**src/sudc_map.svh**
```systemverilog
// Register offsets, field positions and reset values of the scan up/down counter
`ifndef SUDC_MAP_SVH
`define SUDC_MAP_SVH
`define SUDC_OFF_COUNT 12'h000
`define SUDC_OFF_CTRL 12'h004
`define SUDC_OFF_RCOUNT 12'h008
`define SUDC_OFF_RCTRL 12'h00c
`define SUDC_OFF_PRESET 12'h010
`define SUDC_OFF_SCAN 12'h014
`define SUDC_OFF_IRQ_STAT 12'h018
`define SUDC_OFF_IRQ_MASK 12'h01c
`define SUDC_BIT_ZERO 0
`define SUDC_BIT_LT 1
`define SUDC_BIT_EQ 2
`define SUDC_BIT_GT 3
`define SUDC_BIT_INC 4
`define SUDC_BIT_DEC 5
`define SUDC_BIT_LOAD 6
`define SUDC_BIT_HINC 7
`define SUDC_BIT_HDEC 8
`define SUDC_BIT_HLOAD 9
`define SUDC_CTRL_WMASK 16'h0070
`define SUDC_RST_COUNT 16'h0000
`define SUDC_RST_CTRL 16'h0005
`define SUDC_RST_PRESET 16'h0000
`define SUDC_IRQ_BITS 4
`endif

```
**src/sudc_pkg.sv**
```systemverilog
// Types shared by the scan up/down counter
package sudc_pkg;
    typedef struct packed {
        logic [11:0] paddr;
        logic psel;
        logic penable;
        logic pwrite;
        logic [31:0] pwdata;
    } sudc_apb_req_t;
    typedef struct packed {
        logic [31:0] prdata;
        logic pready;
        logic pslverr;
    } sudc_apb_rsp_t;
    typedef struct packed {
        logic [15:0] count;
        logic [15:0] ctrl;
    } sudc_word_t;
    typedef enum logic [1:0] {
        SUDC_EV_WRAP_UP = 2'b00,
        SUDC_EV_WRAP_DN = 2'b01,
        SUDC_EV_LOAD = 2'b10,
        SUDC_EV_ZERO = 2'b11
    } sudc_event_t;
endpackage

```
**src/sudc_scan_eval.sv**
```systemverilog
// One scan evaluation of an up/down counter operand pair
`timescale 1ns/10ps
`default_nettype none
`include "sudc_map.svh"
module sudc_scan_eval
(
    input var sudc_pkg::sudc_word_t cur,
    input wire logic [15:0] preset,
    output var sudc_pkg::sudc_word_t nxt,
    output logic wrap_up,
    output logic wrap_dn,
    output logic load
);
    import sudc_pkg::*;
    logic inc_edge;
    logic dec_edge;
    logic [15:0] cnt;
    always_comb
    begin
        inc_edge = cur.ctrl[`SUDC_BIT_INC] & ~cur.ctrl[`SUDC_BIT_HINC];
        dec_edge = ~cur.ctrl[`SUDC_BIT_DEC] & cur.ctrl[`SUDC_BIT_HDEC];
        load = cur.ctrl[`SUDC_BIT_LOAD] & ~cur.ctrl[`SUDC_BIT_HLOAD];
        cnt = cur.count;
        if (inc_edge)
        begin
            cnt = cnt + 16'h0001;
        end
        if (dec_edge)
        begin
            cnt = cnt - 16'h0001;
        end
        if (load)
        begin
            cnt = preset;
        end
        wrap_up = inc_edge & ~dec_edge & (cur.count == 16'hffff);
        wrap_dn = dec_edge & ~inc_edge & (cur.count == 16'h0000);
        nxt.count = cnt;
        nxt.ctrl = cur.ctrl;
        nxt.ctrl[`SUDC_BIT_ZERO] = (cnt == 16'h0000);
        nxt.ctrl[`SUDC_BIT_LT] = (cnt < preset);
        nxt.ctrl[`SUDC_BIT_EQ] = (cnt == preset);
        nxt.ctrl[`SUDC_BIT_GT] = (cnt > preset);
        nxt.ctrl[`SUDC_BIT_HINC] = cur.ctrl[`SUDC_BIT_INC];
        nxt.ctrl[`SUDC_BIT_HDEC] = cur.ctrl[`SUDC_BIT_DEC];
        nxt.ctrl[`SUDC_BIT_HLOAD] = cur.ctrl[`SUDC_BIT_LOAD];
        nxt.ctrl[15:10] = 6'h00;
    end
endmodule
`default_nettype wire

```
**src/sudc_top.sv**
```systemverilog
// Scan up/down counter with retentive copy, APB registers and interrupt
// Functional notes
// - Rising increment bit adds one
// - Up count wraps 65535 to 0
// - Falling decrement bit subtracts one
// - Down count wraps 0 to 65535
// - Rising load bit copies preset
// - Zero flag tracks count equal zero
// - Less flag tracks count below preset
// - Equal flag tracks count equal preset
// - Greater flag tracks count above preset
// - Control bits saved to history each scan
// - Retentive copy identical, survives power loss
//
// Decided for this implementation: the APB register port and the register addresses.
`timescale 1ns/10ps
`default_nettype none
`include "sudc_map.svh"
module sudc_top
(
    input wire logic CLK,
    input wire logic RST_N,
    input wire logic [11:0] PADDR,
    input wire logic PSEL,
    input wire logic PENABLE,
    input wire logic PWRITE,
    input wire logic [31:0] PWDATA,
    output logic [31:0] PRDATA,
    output logic PREADY,
    output logic PSLVERR,
    output logic IRQ
);
    import sudc_pkg::*;
    sudc_apb_req_t req;
    sudc_word_t vol_reg;
    sudc_word_t ret_reg;
    sudc_word_t vol_next;
    sudc_word_t ret_next;
    logic [15:0] preset_reg;
    logic [3:0] irq_stat_reg;
    logic [3:0] irq_mask_reg;
    logic [3:0] ev_vol;
    logic [3:0] ev_ret;
    logic scan_tick;
    logic wr_acc;
    logic rd_acc;
    logic hit;
    logic [31:0] rd_data;
    logic v_wu;
    logic v_wd;
    logic v_ld;
    logic r_wu;
    logic r_wd;
    logic r_ld;

    function automatic logic [15:0] ctrl_write(input logic [15:0] old, input logic [15:0] wd);
        ctrl_write = (old & ~`SUDC_CTRL_WMASK) | (wd & `SUDC_CTRL_WMASK);
    endfunction

    function automatic logic [3:0] events_of(input logic wu, input logic wd,
                                             input logic ld, input logic zero_new,
                                             input logic zero_old);
        events_of = 4'h0;
        events_of[SUDC_EV_WRAP_UP] = wu;
        events_of[SUDC_EV_WRAP_DN] = wd;
        events_of[SUDC_EV_LOAD] = ld;
        events_of[SUDC_EV_ZERO] = zero_new & ~zero_old;
    endfunction

    always_comb
    begin
        req.paddr = PADDR;
        req.psel = PSEL;
        req.penable = PENABLE;
        req.pwrite = PWRITE;
        req.pwdata = PWDATA;
    end

    // Writes commit only on the edge that sees ready high
    assign wr_acc = req.psel & req.penable & req.pwrite & PREADY;
    assign rd_acc = req.psel & req.penable & ~req.pwrite & ~PREADY;
    // One scan per write to the scan register with bit 0 set; software owns the scan rate
    assign scan_tick = wr_acc & (req.paddr == `SUDC_OFF_SCAN) & req.pwdata[0];

    sudc_scan_eval u_vol
    (
        .cur(vol_reg),
        .preset(preset_reg),
        .nxt(vol_next),
        .wrap_up(v_wu),
        .wrap_dn(v_wd),
        .load(v_ld)
    );

    sudc_scan_eval u_ret
    (
        .cur(ret_reg),
        .preset(preset_reg),
        .nxt(ret_next),
        .wrap_up(r_wu),
        .wrap_dn(r_wd),
        .load(r_ld)
    );

    // Zero event follows the count itself; stored flag is stale after a count write
    assign ev_vol = events_of(v_wu, v_wd, v_ld, vol_next.ctrl[0], vol_reg.count == 16'h0000);
    assign ev_ret = events_of(r_wu, r_wd, r_ld, ret_next.ctrl[0], ret_reg.count == 16'h0000);

    // Volatile operand pair, set to count 0 and ctrl 0x0005 by power-on reset
    always_ff @(posedge CLK or negedge RST_N)
    begin
        if (!RST_N)
        begin
            vol_reg.count <= `SUDC_RST_COUNT;
            vol_reg.ctrl <= `SUDC_RST_CTRL;
        end
        else if (scan_tick)
        begin
            vol_reg <= vol_next;
        end
        else if (wr_acc && req.paddr == `SUDC_OFF_COUNT)
        begin
            vol_reg.count <= req.pwdata[15:0];
        end
        else if (wr_acc && req.paddr == `SUDC_OFF_CTRL)
        begin
            vol_reg.ctrl <= ctrl_write(vol_reg.ctrl, req.pwdata[15:0]);
        end
    end

    // Retentive pair has no reset: it models storage kept across power loss
    always_ff @(posedge CLK)
    begin
        if (scan_tick)
        begin
            ret_reg <= ret_next;
        end
        else if (wr_acc && req.paddr == `SUDC_OFF_RCOUNT)
        begin
            ret_reg.count <= req.pwdata[15:0];
        end
        else if (wr_acc && req.paddr == `SUDC_OFF_RCTRL)
        begin
            ret_reg.ctrl <= ctrl_write(ret_reg.ctrl, req.pwdata[15:0]);
        end
    end

    always_ff @(posedge CLK or negedge RST_N)
    begin
        if (!RST_N)
        begin
            preset_reg <= `SUDC_RST_PRESET;
        end
        else if (wr_acc && req.paddr == `SUDC_OFF_PRESET)
        begin
            preset_reg <= req.pwdata[15:0];
        end
    end

    // Set wins over a simultaneous write-one clear
    always_ff @(posedge CLK or negedge RST_N)
    begin
        if (!RST_N)
        begin
            irq_stat_reg <= 4'h0;
        end
        else
        begin
            if (wr_acc && req.paddr == `SUDC_OFF_IRQ_STAT)
            begin
                irq_stat_reg <= (irq_stat_reg & ~req.pwdata[3:0])
                    | (scan_tick ? (ev_vol | ev_ret) : 4'h0);
            end
            else if (scan_tick)
            begin
                irq_stat_reg <= irq_stat_reg | ev_vol | ev_ret;
            end
        end
    end

    always_ff @(posedge CLK or negedge RST_N)
    begin
        if (!RST_N)
        begin
            irq_mask_reg <= 4'h0;
        end
        else if (wr_acc && req.paddr == `SUDC_OFF_IRQ_MASK)
        begin
            irq_mask_reg <= req.pwdata[3:0];
        end
    end

    // Stat is set at the scan edge and IRQ follows the stored stat one edge later; one cycle lag accepted
    always_ff @(posedge CLK or negedge RST_N)
    begin
        if (!RST_N)
        begin
            IRQ <= 1'b0;
        end
        else
        begin
            IRQ <= |(irq_stat_reg & irq_mask_reg);
        end
    end

    always_comb
    begin
        hit = 1'b1;
        rd_data = 32'h0000_0000;
        if (req.paddr == `SUDC_OFF_COUNT)
        begin
            rd_data = {16'h0000, vol_reg.count};
        end
        else if (req.paddr == `SUDC_OFF_CTRL)
        begin
            rd_data = {16'h0000, vol_reg.ctrl};
        end
        else if (req.paddr == `SUDC_OFF_RCOUNT)
        begin
            rd_data = {16'h0000, ret_reg.count};
        end
        else if (req.paddr == `SUDC_OFF_RCTRL)
        begin
            rd_data = {16'h0000, ret_reg.ctrl};
        end
        else if (req.paddr == `SUDC_OFF_PRESET)
        begin
            rd_data = {16'h0000, preset_reg};
        end
        else if (req.paddr == `SUDC_OFF_SCAN)
        begin
            rd_data = 32'h0000_0000;
        end
        else if (req.paddr == `SUDC_OFF_IRQ_STAT)
        begin
            rd_data = {28'h0000000, irq_stat_reg};
        end
        else if (req.paddr == `SUDC_OFF_IRQ_MASK)
        begin
            rd_data = {28'h0000000, irq_mask_reg};
        end
        else
        begin
            hit = 1'b0;
        end
    end

    // Answer one cycle into the access phase
    always_ff @(posedge CLK or negedge RST_N)
    begin
        if (!RST_N)
        begin
            PREADY <= 1'b0;
            PRDATA <= 32'h0000_0000;
            PSLVERR <= 1'b0;
        end
        else
        begin
            PREADY <= req.psel & req.penable & ~PREADY;
            PSLVERR <= req.psel & req.penable & ~PREADY & ~hit;
            if (rd_acc)
            begin
                PRDATA <= rd_data;
            end
        end
    end
endmodule
`default_nettype wire

```
**config.mk**
```make
export PLATFORM = sky130hd
export DESIGN_NAME = sudc_top
export DESIGN_NICKNAME = d
export VERILOG_FILES = /design/src/sudc_pkg.sv /design/src/sudc_scan_eval.sv /design/src/sudc_top.sv
export VERILOG_INCLUDE_DIRS = /design/src
export SDC_FILE = /design/constraint.sdc
export NUM_CORES = 1
export LEC_CHECK = 0
export ABC_AREA = 0
export BUFFER_PORTS_ARGS = -buffer_cell sky130_fd_sc_hd__buf_2
export CAP_MARGIN = 25
export CELL_PAD_IN_SITES_DETAIL_PLACEMENT = 0
export CELL_PAD_IN_SITES_GLOBAL_PLACEMENT = 2
export CORE_MARGIN = 2
export CORE_UTILIZATION = 32
export CTS_CLUSTER_DIAMETER = 200
export DETAILED_ROUTE_END_ITERATION = 8
export GPL_TIMING_DRIVEN = 0
export PLACE_DENSITY_LB_ADDON = 0.1
export SLEW_MARGIN = 10
export SYNTH_ARGS = -nofsm -noshare
export SYNTH_HDL_FRONTEND = slang
export SYNTH_SLANG_ARGS = --single-unit
```
**constraint.sdc**
```tcl
create_clock -name CLK -period 12.25 [get_ports CLK]
set_input_delay 1.225 -clock CLK [delete_from_list [all_inputs] [get_ports CLK]]
set_output_delay 1.225 -clock CLK [all_outputs]
set_load 0.1 [all_outputs]
```
Yosys cells after proc, flatten, opt, wreduce, memory -nomap -nowiden
Cells that the tools add are included. Widths: inputs -> output; s select.

Word-level logic and storage cells: 143. Output and inout port bits: 35. Bits in registers: 123. Bits of input ports: 49.

Magnitude comparators: 4. Equal/unequal tests: 13. Reduce and logical (&&, ||, !) cells: 23. Muxes and demuxes: 33. Bitwise gates (word level): 52. Add/subtract/negate cells: 4.

Operators by type and width (number): $mux 16 (15); $mux 32 (4); $logic_not 16->1 (4); $eq 12x5->1 const B (4); $add 16x1->16 const B (2); $eq 16x16->1 (2); $eq 16x16->1 const B (2); $gt 16x16->1 (2); $lt 16x16->1 (2); $or 16x7->16 (2); $sub 16x1->16 const B (2); $and 1x1->1 (25); $eq 12x4->1 const B (2); $mux 4 (6); $not 1->1 (18); $or 4x4->4 (4); $eq 12x3->1 const B (1); $logic_not 12->1 (1); $reduce_bool 2->1 (5); $and 4x4->4 (2); $mux 1 (8); $logic_and 1x1->1 (7); $reduce_and 2->1 (3); $reduce_and 3->1 (2); 3 further kinds (4).

Longest topological paths before layout
Word-level depth: 12. Gate-level depth with buffers: 20. Mapped depth without buffers: 19.

By module
Synthesis repeated with hierarchy kept, for this count alone.

Cell total of the unflattened synthesis: 1115. Area total of the unflattened synthesis: 9210.1 um^2.

Modules (own cells, without submodules): sudc_top (instances 1, area each 5454.0 um^2, sequential area each 2840.2 um^2, cells each 570); sudc_scan_eval at u_ret (instances 1, area each 1905.6 um^2, sequential area each 0.0 um^2, cells each 275); sudc_scan_eval at u_vol (instances 1, area each 1850.5 um^2, sequential area each 0.0 um^2, cells each 270).

Least setup slack after synthesis
Ideal clock, no wire load.

Kind: register to register. Start point: register vol_reg[16] (netlist bit). End point: register vol_reg[1] (netlist bit). Setup slack: 7.852 ns. Data required time: 12.184 ns. Clock period less this slack: 4.398 ns. Stages on the path, launching flop included: 18. Buffers on the path: 0. Setup time: 0.066 ns. Arrival: 4.331 ns. Cell sequence: dfrtp_1 ha_1 and4b_1 nor4_2 nor3_1 or4b_1 a2111o_1 o2111ai_2 ha_1 a21o_1 a21o_1 a21o_1 a21o_1 a21o_1 a21oi_1 nor2b_1 a2111oi_0 mux2_2.

Longest elaborated chain between the ends: 7.

Ends and longest elaborated chain: from (decl) (line sudc_top.sv:35) `sudc_word_t vol_reg;`; from (signal assigned) (line sudc_top.sv:119) `vol_reg <= vol_next;`; $add 16x1->16 (line sudc_scan_eval.sv:26) `cnt = cnt + 16'h0001;`; $mux 16 (*) (line sudc_scan_eval.sv:24) `if (inc_edge)`; $sub 16x1->16 (line sudc_scan_eval.sv:30) `cnt = cnt - 16'h0001;`; $mux 16 (*) (line sudc_scan_eval.sv:28) `if (dec_edge)`; $mux 16 (*) (line sudc_scan_eval.sv:32) `if (load)`; $lt 16x16->1 (*) (line sudc_scan_eval.sv:41) `` nxt.ctrl[`SUDC_BIT_LT] = (cnt < preset); ``; $mux 32 (*) (line sudc_top.sv:117) `else if (scan_tick)`.

Every way passes the cells marked *; elsewhere a longest branch is shown, timed or not. A chain may end at the register's enable or synchronous reset.

Worst setup path in the final report
Ends and elaborated chain as after synthesis.

==> flow_summary.toml <==
[setup_path]
rr_startpoint = "vol_reg[16]"
arrival_ns = 5.65
cp-start-kind = "flop"
crit_path_start = "vol_reg[16]"
r2r_end = "vol_reg[1]"
crit_fanout = 8
reg2regPathDepth = 17
r2r_slack_ns = 6.91
cp.required_ns = 12.55
worstSetupPathType = "flop to flop"
crit_path_end_kind = "flop"

[synth]
ys_ff_latch = 95
synthesis.area_um2 = 7880
synth_edf_count = 26
ys_types = 101
yosysWarnings = 0
ys.flop_type = "dfrtp_1"
synthArstFlopShare = 0.726
synthTopCellsByArea = "dfrtp_1 (21%), edfxtp_1 (9.9%), ha_1 (6.0%)"
netlist_instances = 907
syn_area_per_cell_um2 = 8.68
ys_seq_area_frac = 0.319
yosysTopAreaCell = "dfrtp_1"
synth_top_area_frac = 0.213

[floorplan]
start_util = 0.325
row_count = 57
die_area_um2 = 25900
ios = 84
core_um2 = 24200
die-width_um = 161
dieHeight_um = 161

[cts]
cts_tree = "built"
h-tree-depth = 3
post-cts-setup-buffers = 0
cts_buffers = 9
clk_pin_slew_ns = 0.08
clk_path_buf_depth = 2
hold_buffers = 0
insertion_delay_ns = 0.36
cts_resized = 0
cts_sinks = 95
cts_root_buf = "clkbuf_16"

[job]
cap_violations = 0

[pwr]
finalPower_uw = 669
p_per_area_nw_per_um2 = 74.9
leakage_nw = 3.88
vdd_drop_max_uv = 54.2

[drt]
ant_nets = 0
wl_mm = 30.8
drt_iter0_drc = 694
dr.pass1.iters = 7
wire_per_inst_um = 23.4
vias_per_cell = 5.60
drc = 0
via_count = 7358

[global_route]
grt_overflow_total = 0
grt_pass1_wl_mm = 46.7
antenna_found_initial = 0
track_usage = 0.241
grt_pass1_vias = 7142
grt_max_degree = 44

[sta]
setup-violations-final = 0
fin_skew_ns = 0.00756
drv_slew = 0
tns_ns = 0
period_minus_slack_ns = 5.34
rsz0062_at_grt = "false"
timing.final.hold_violations = 0
period_share = 0.436
relSlewSlack = 0.331
fmax_ghz = 0.187
max_slew.worst_pin.slew_ns = 0.995

[final_layout]
drive_gt1_frac = 0.165
final_nets = 1073
syn_to_final_growth_pct = 13.5
diodes = 0

[min_path]
hold_start = "vol_reg[0]"
hold_end = "vol_reg[0]"
hold_depth = 2
hp-class = "flop to flop"

[place]
routabilityCongestion = 0.830
dpl.hpwl_mm = 24.7
port_buffers = 51

[run_status]
status = "complete, no violations"
-- worst max path at each step --
stage | to | slack, ns
finish | vol_reg[1] | 6.91
CTS | vol_reg[1] | 6.87
global route | vol_reg[1] | 6.55
floorplan | vol_reg[1] | 7.85
detailed placement | vol_reg[1] | 6.92
global placement | ret_reg[29] | 6.88
-- worst max-delay path: stages (launching register included) --
cell,delay [ns]
dfrtp_1,0.50
ha_1,0.32
and4b_1,0.33
nor4_2,0.41
nor3_1,0.19
or4b_1,0.60
a2111o_1,0.44
o2111ai_2,0.14
ha_1,0.30
a21o_1,0.18
a21o_1,0.17
a21o_1,0.17
a21o_1,0.17
a21o_1,0.17
a21oi_1,0.14
nor2b_1,0.08
a2111oi_0,0.70
mux2_2,0.28
-- per-stage QoR --
stage          instances  hold WS (ns)  utilization  cell area (um2)  worst slack [ns]
3_3_place_gp        1297         0.444        0.354             8590              6.88
3_5_place_dp        1299         0.448        0.357             8650              6.92
6_report            1315         0.455        0.369             8940              6.91
2_1_floorplan        922         0.435            -             7930              7.85
4_1_cts             1315         0.459        0.369             8940              6.87
5_1_grt             1315         0.488        0.369             8940              6.55
-- cell usage after synthesis, drive strengths merged (14+ instances only) --
| library cell | count |
|---|---|
| a211oi | 14 |
| a21o | 24 |
| a21oi | 29 |
| buf | 37 |
| clkbuf | 37 |
| dfrtp | 67 |
| edfxtp | 26 |
| ha | 38 |
| inv | 37 |
| mux2i | 23 |
| nand2 | 118 |
| nand3 | 25 |
| nand4 | 24 |
| nor2 | 64 |
| nor3 | 19 |
| nor4 | 28 |
| o21ai | 64 |
| o31ai | 14 |
| or3 | 17 |
| xnor2 | 30 |
-- where the power goes --
group / total (mW) / leakage [nW] / internal (mW) / switching (mW)
Clock: 0.287 / 0.143 / 0.143 / 0.145
Sequential: 0.326 / 1.11 / 0.325 / 0.000378
Combinational: 0.0559 / 2.63 / 0.0123 / 0.0436
Total: 0.669 / 3.88 / 0.480 / 0.189
-- final cells by class --
class	count	area [um2]
Tap cell	324	405
Buffer	74	383
Fill cell	2623	15300
Clock inverter	7	66.3
Multi-Input combinational cell	715	4910
Clock buffer	9	225
Timing Repair Buffer	53	300
Inverter	38	143
Sequential cell	95	2510
-- layout by cell type (no fill, tap or decap), types with 21 or more instances in the layout --
cell type / n
nand3_1: 22
inv_1: 37
dfrtp_1: 67
o21ai_0: 57
nor2_1: 63
xnor2_1: 29
a21o_1: 24
nand4_1: 21
edfxtp_1: 26
clkbuf_1: 37
buf_2: 62
a21oi_1: 28
mux2i_1: 22
nand2_1: 117
ha_1: 38
-- kinds of logic after synthesis --
kind of cell,share of synthesized area
xor+xnor,0.0442
flops,0.319
other cells,0.000476
simple gates,0.260
buf+inv,0.0667
mux,0.0469
compound gates,0.203
fa+ha+maj,0.0604
-- layer usage --
layer,part of all wire,track usage,up-vias
li1,-,-,3482
met1,0.49,0.355,3643
met2,0.45,0.381,205
met3,0.039,0.0248,28
met4,0.016,0.0536,0
met5,0,0,-
Note: power is estimated with default switching activity, not from simulation.
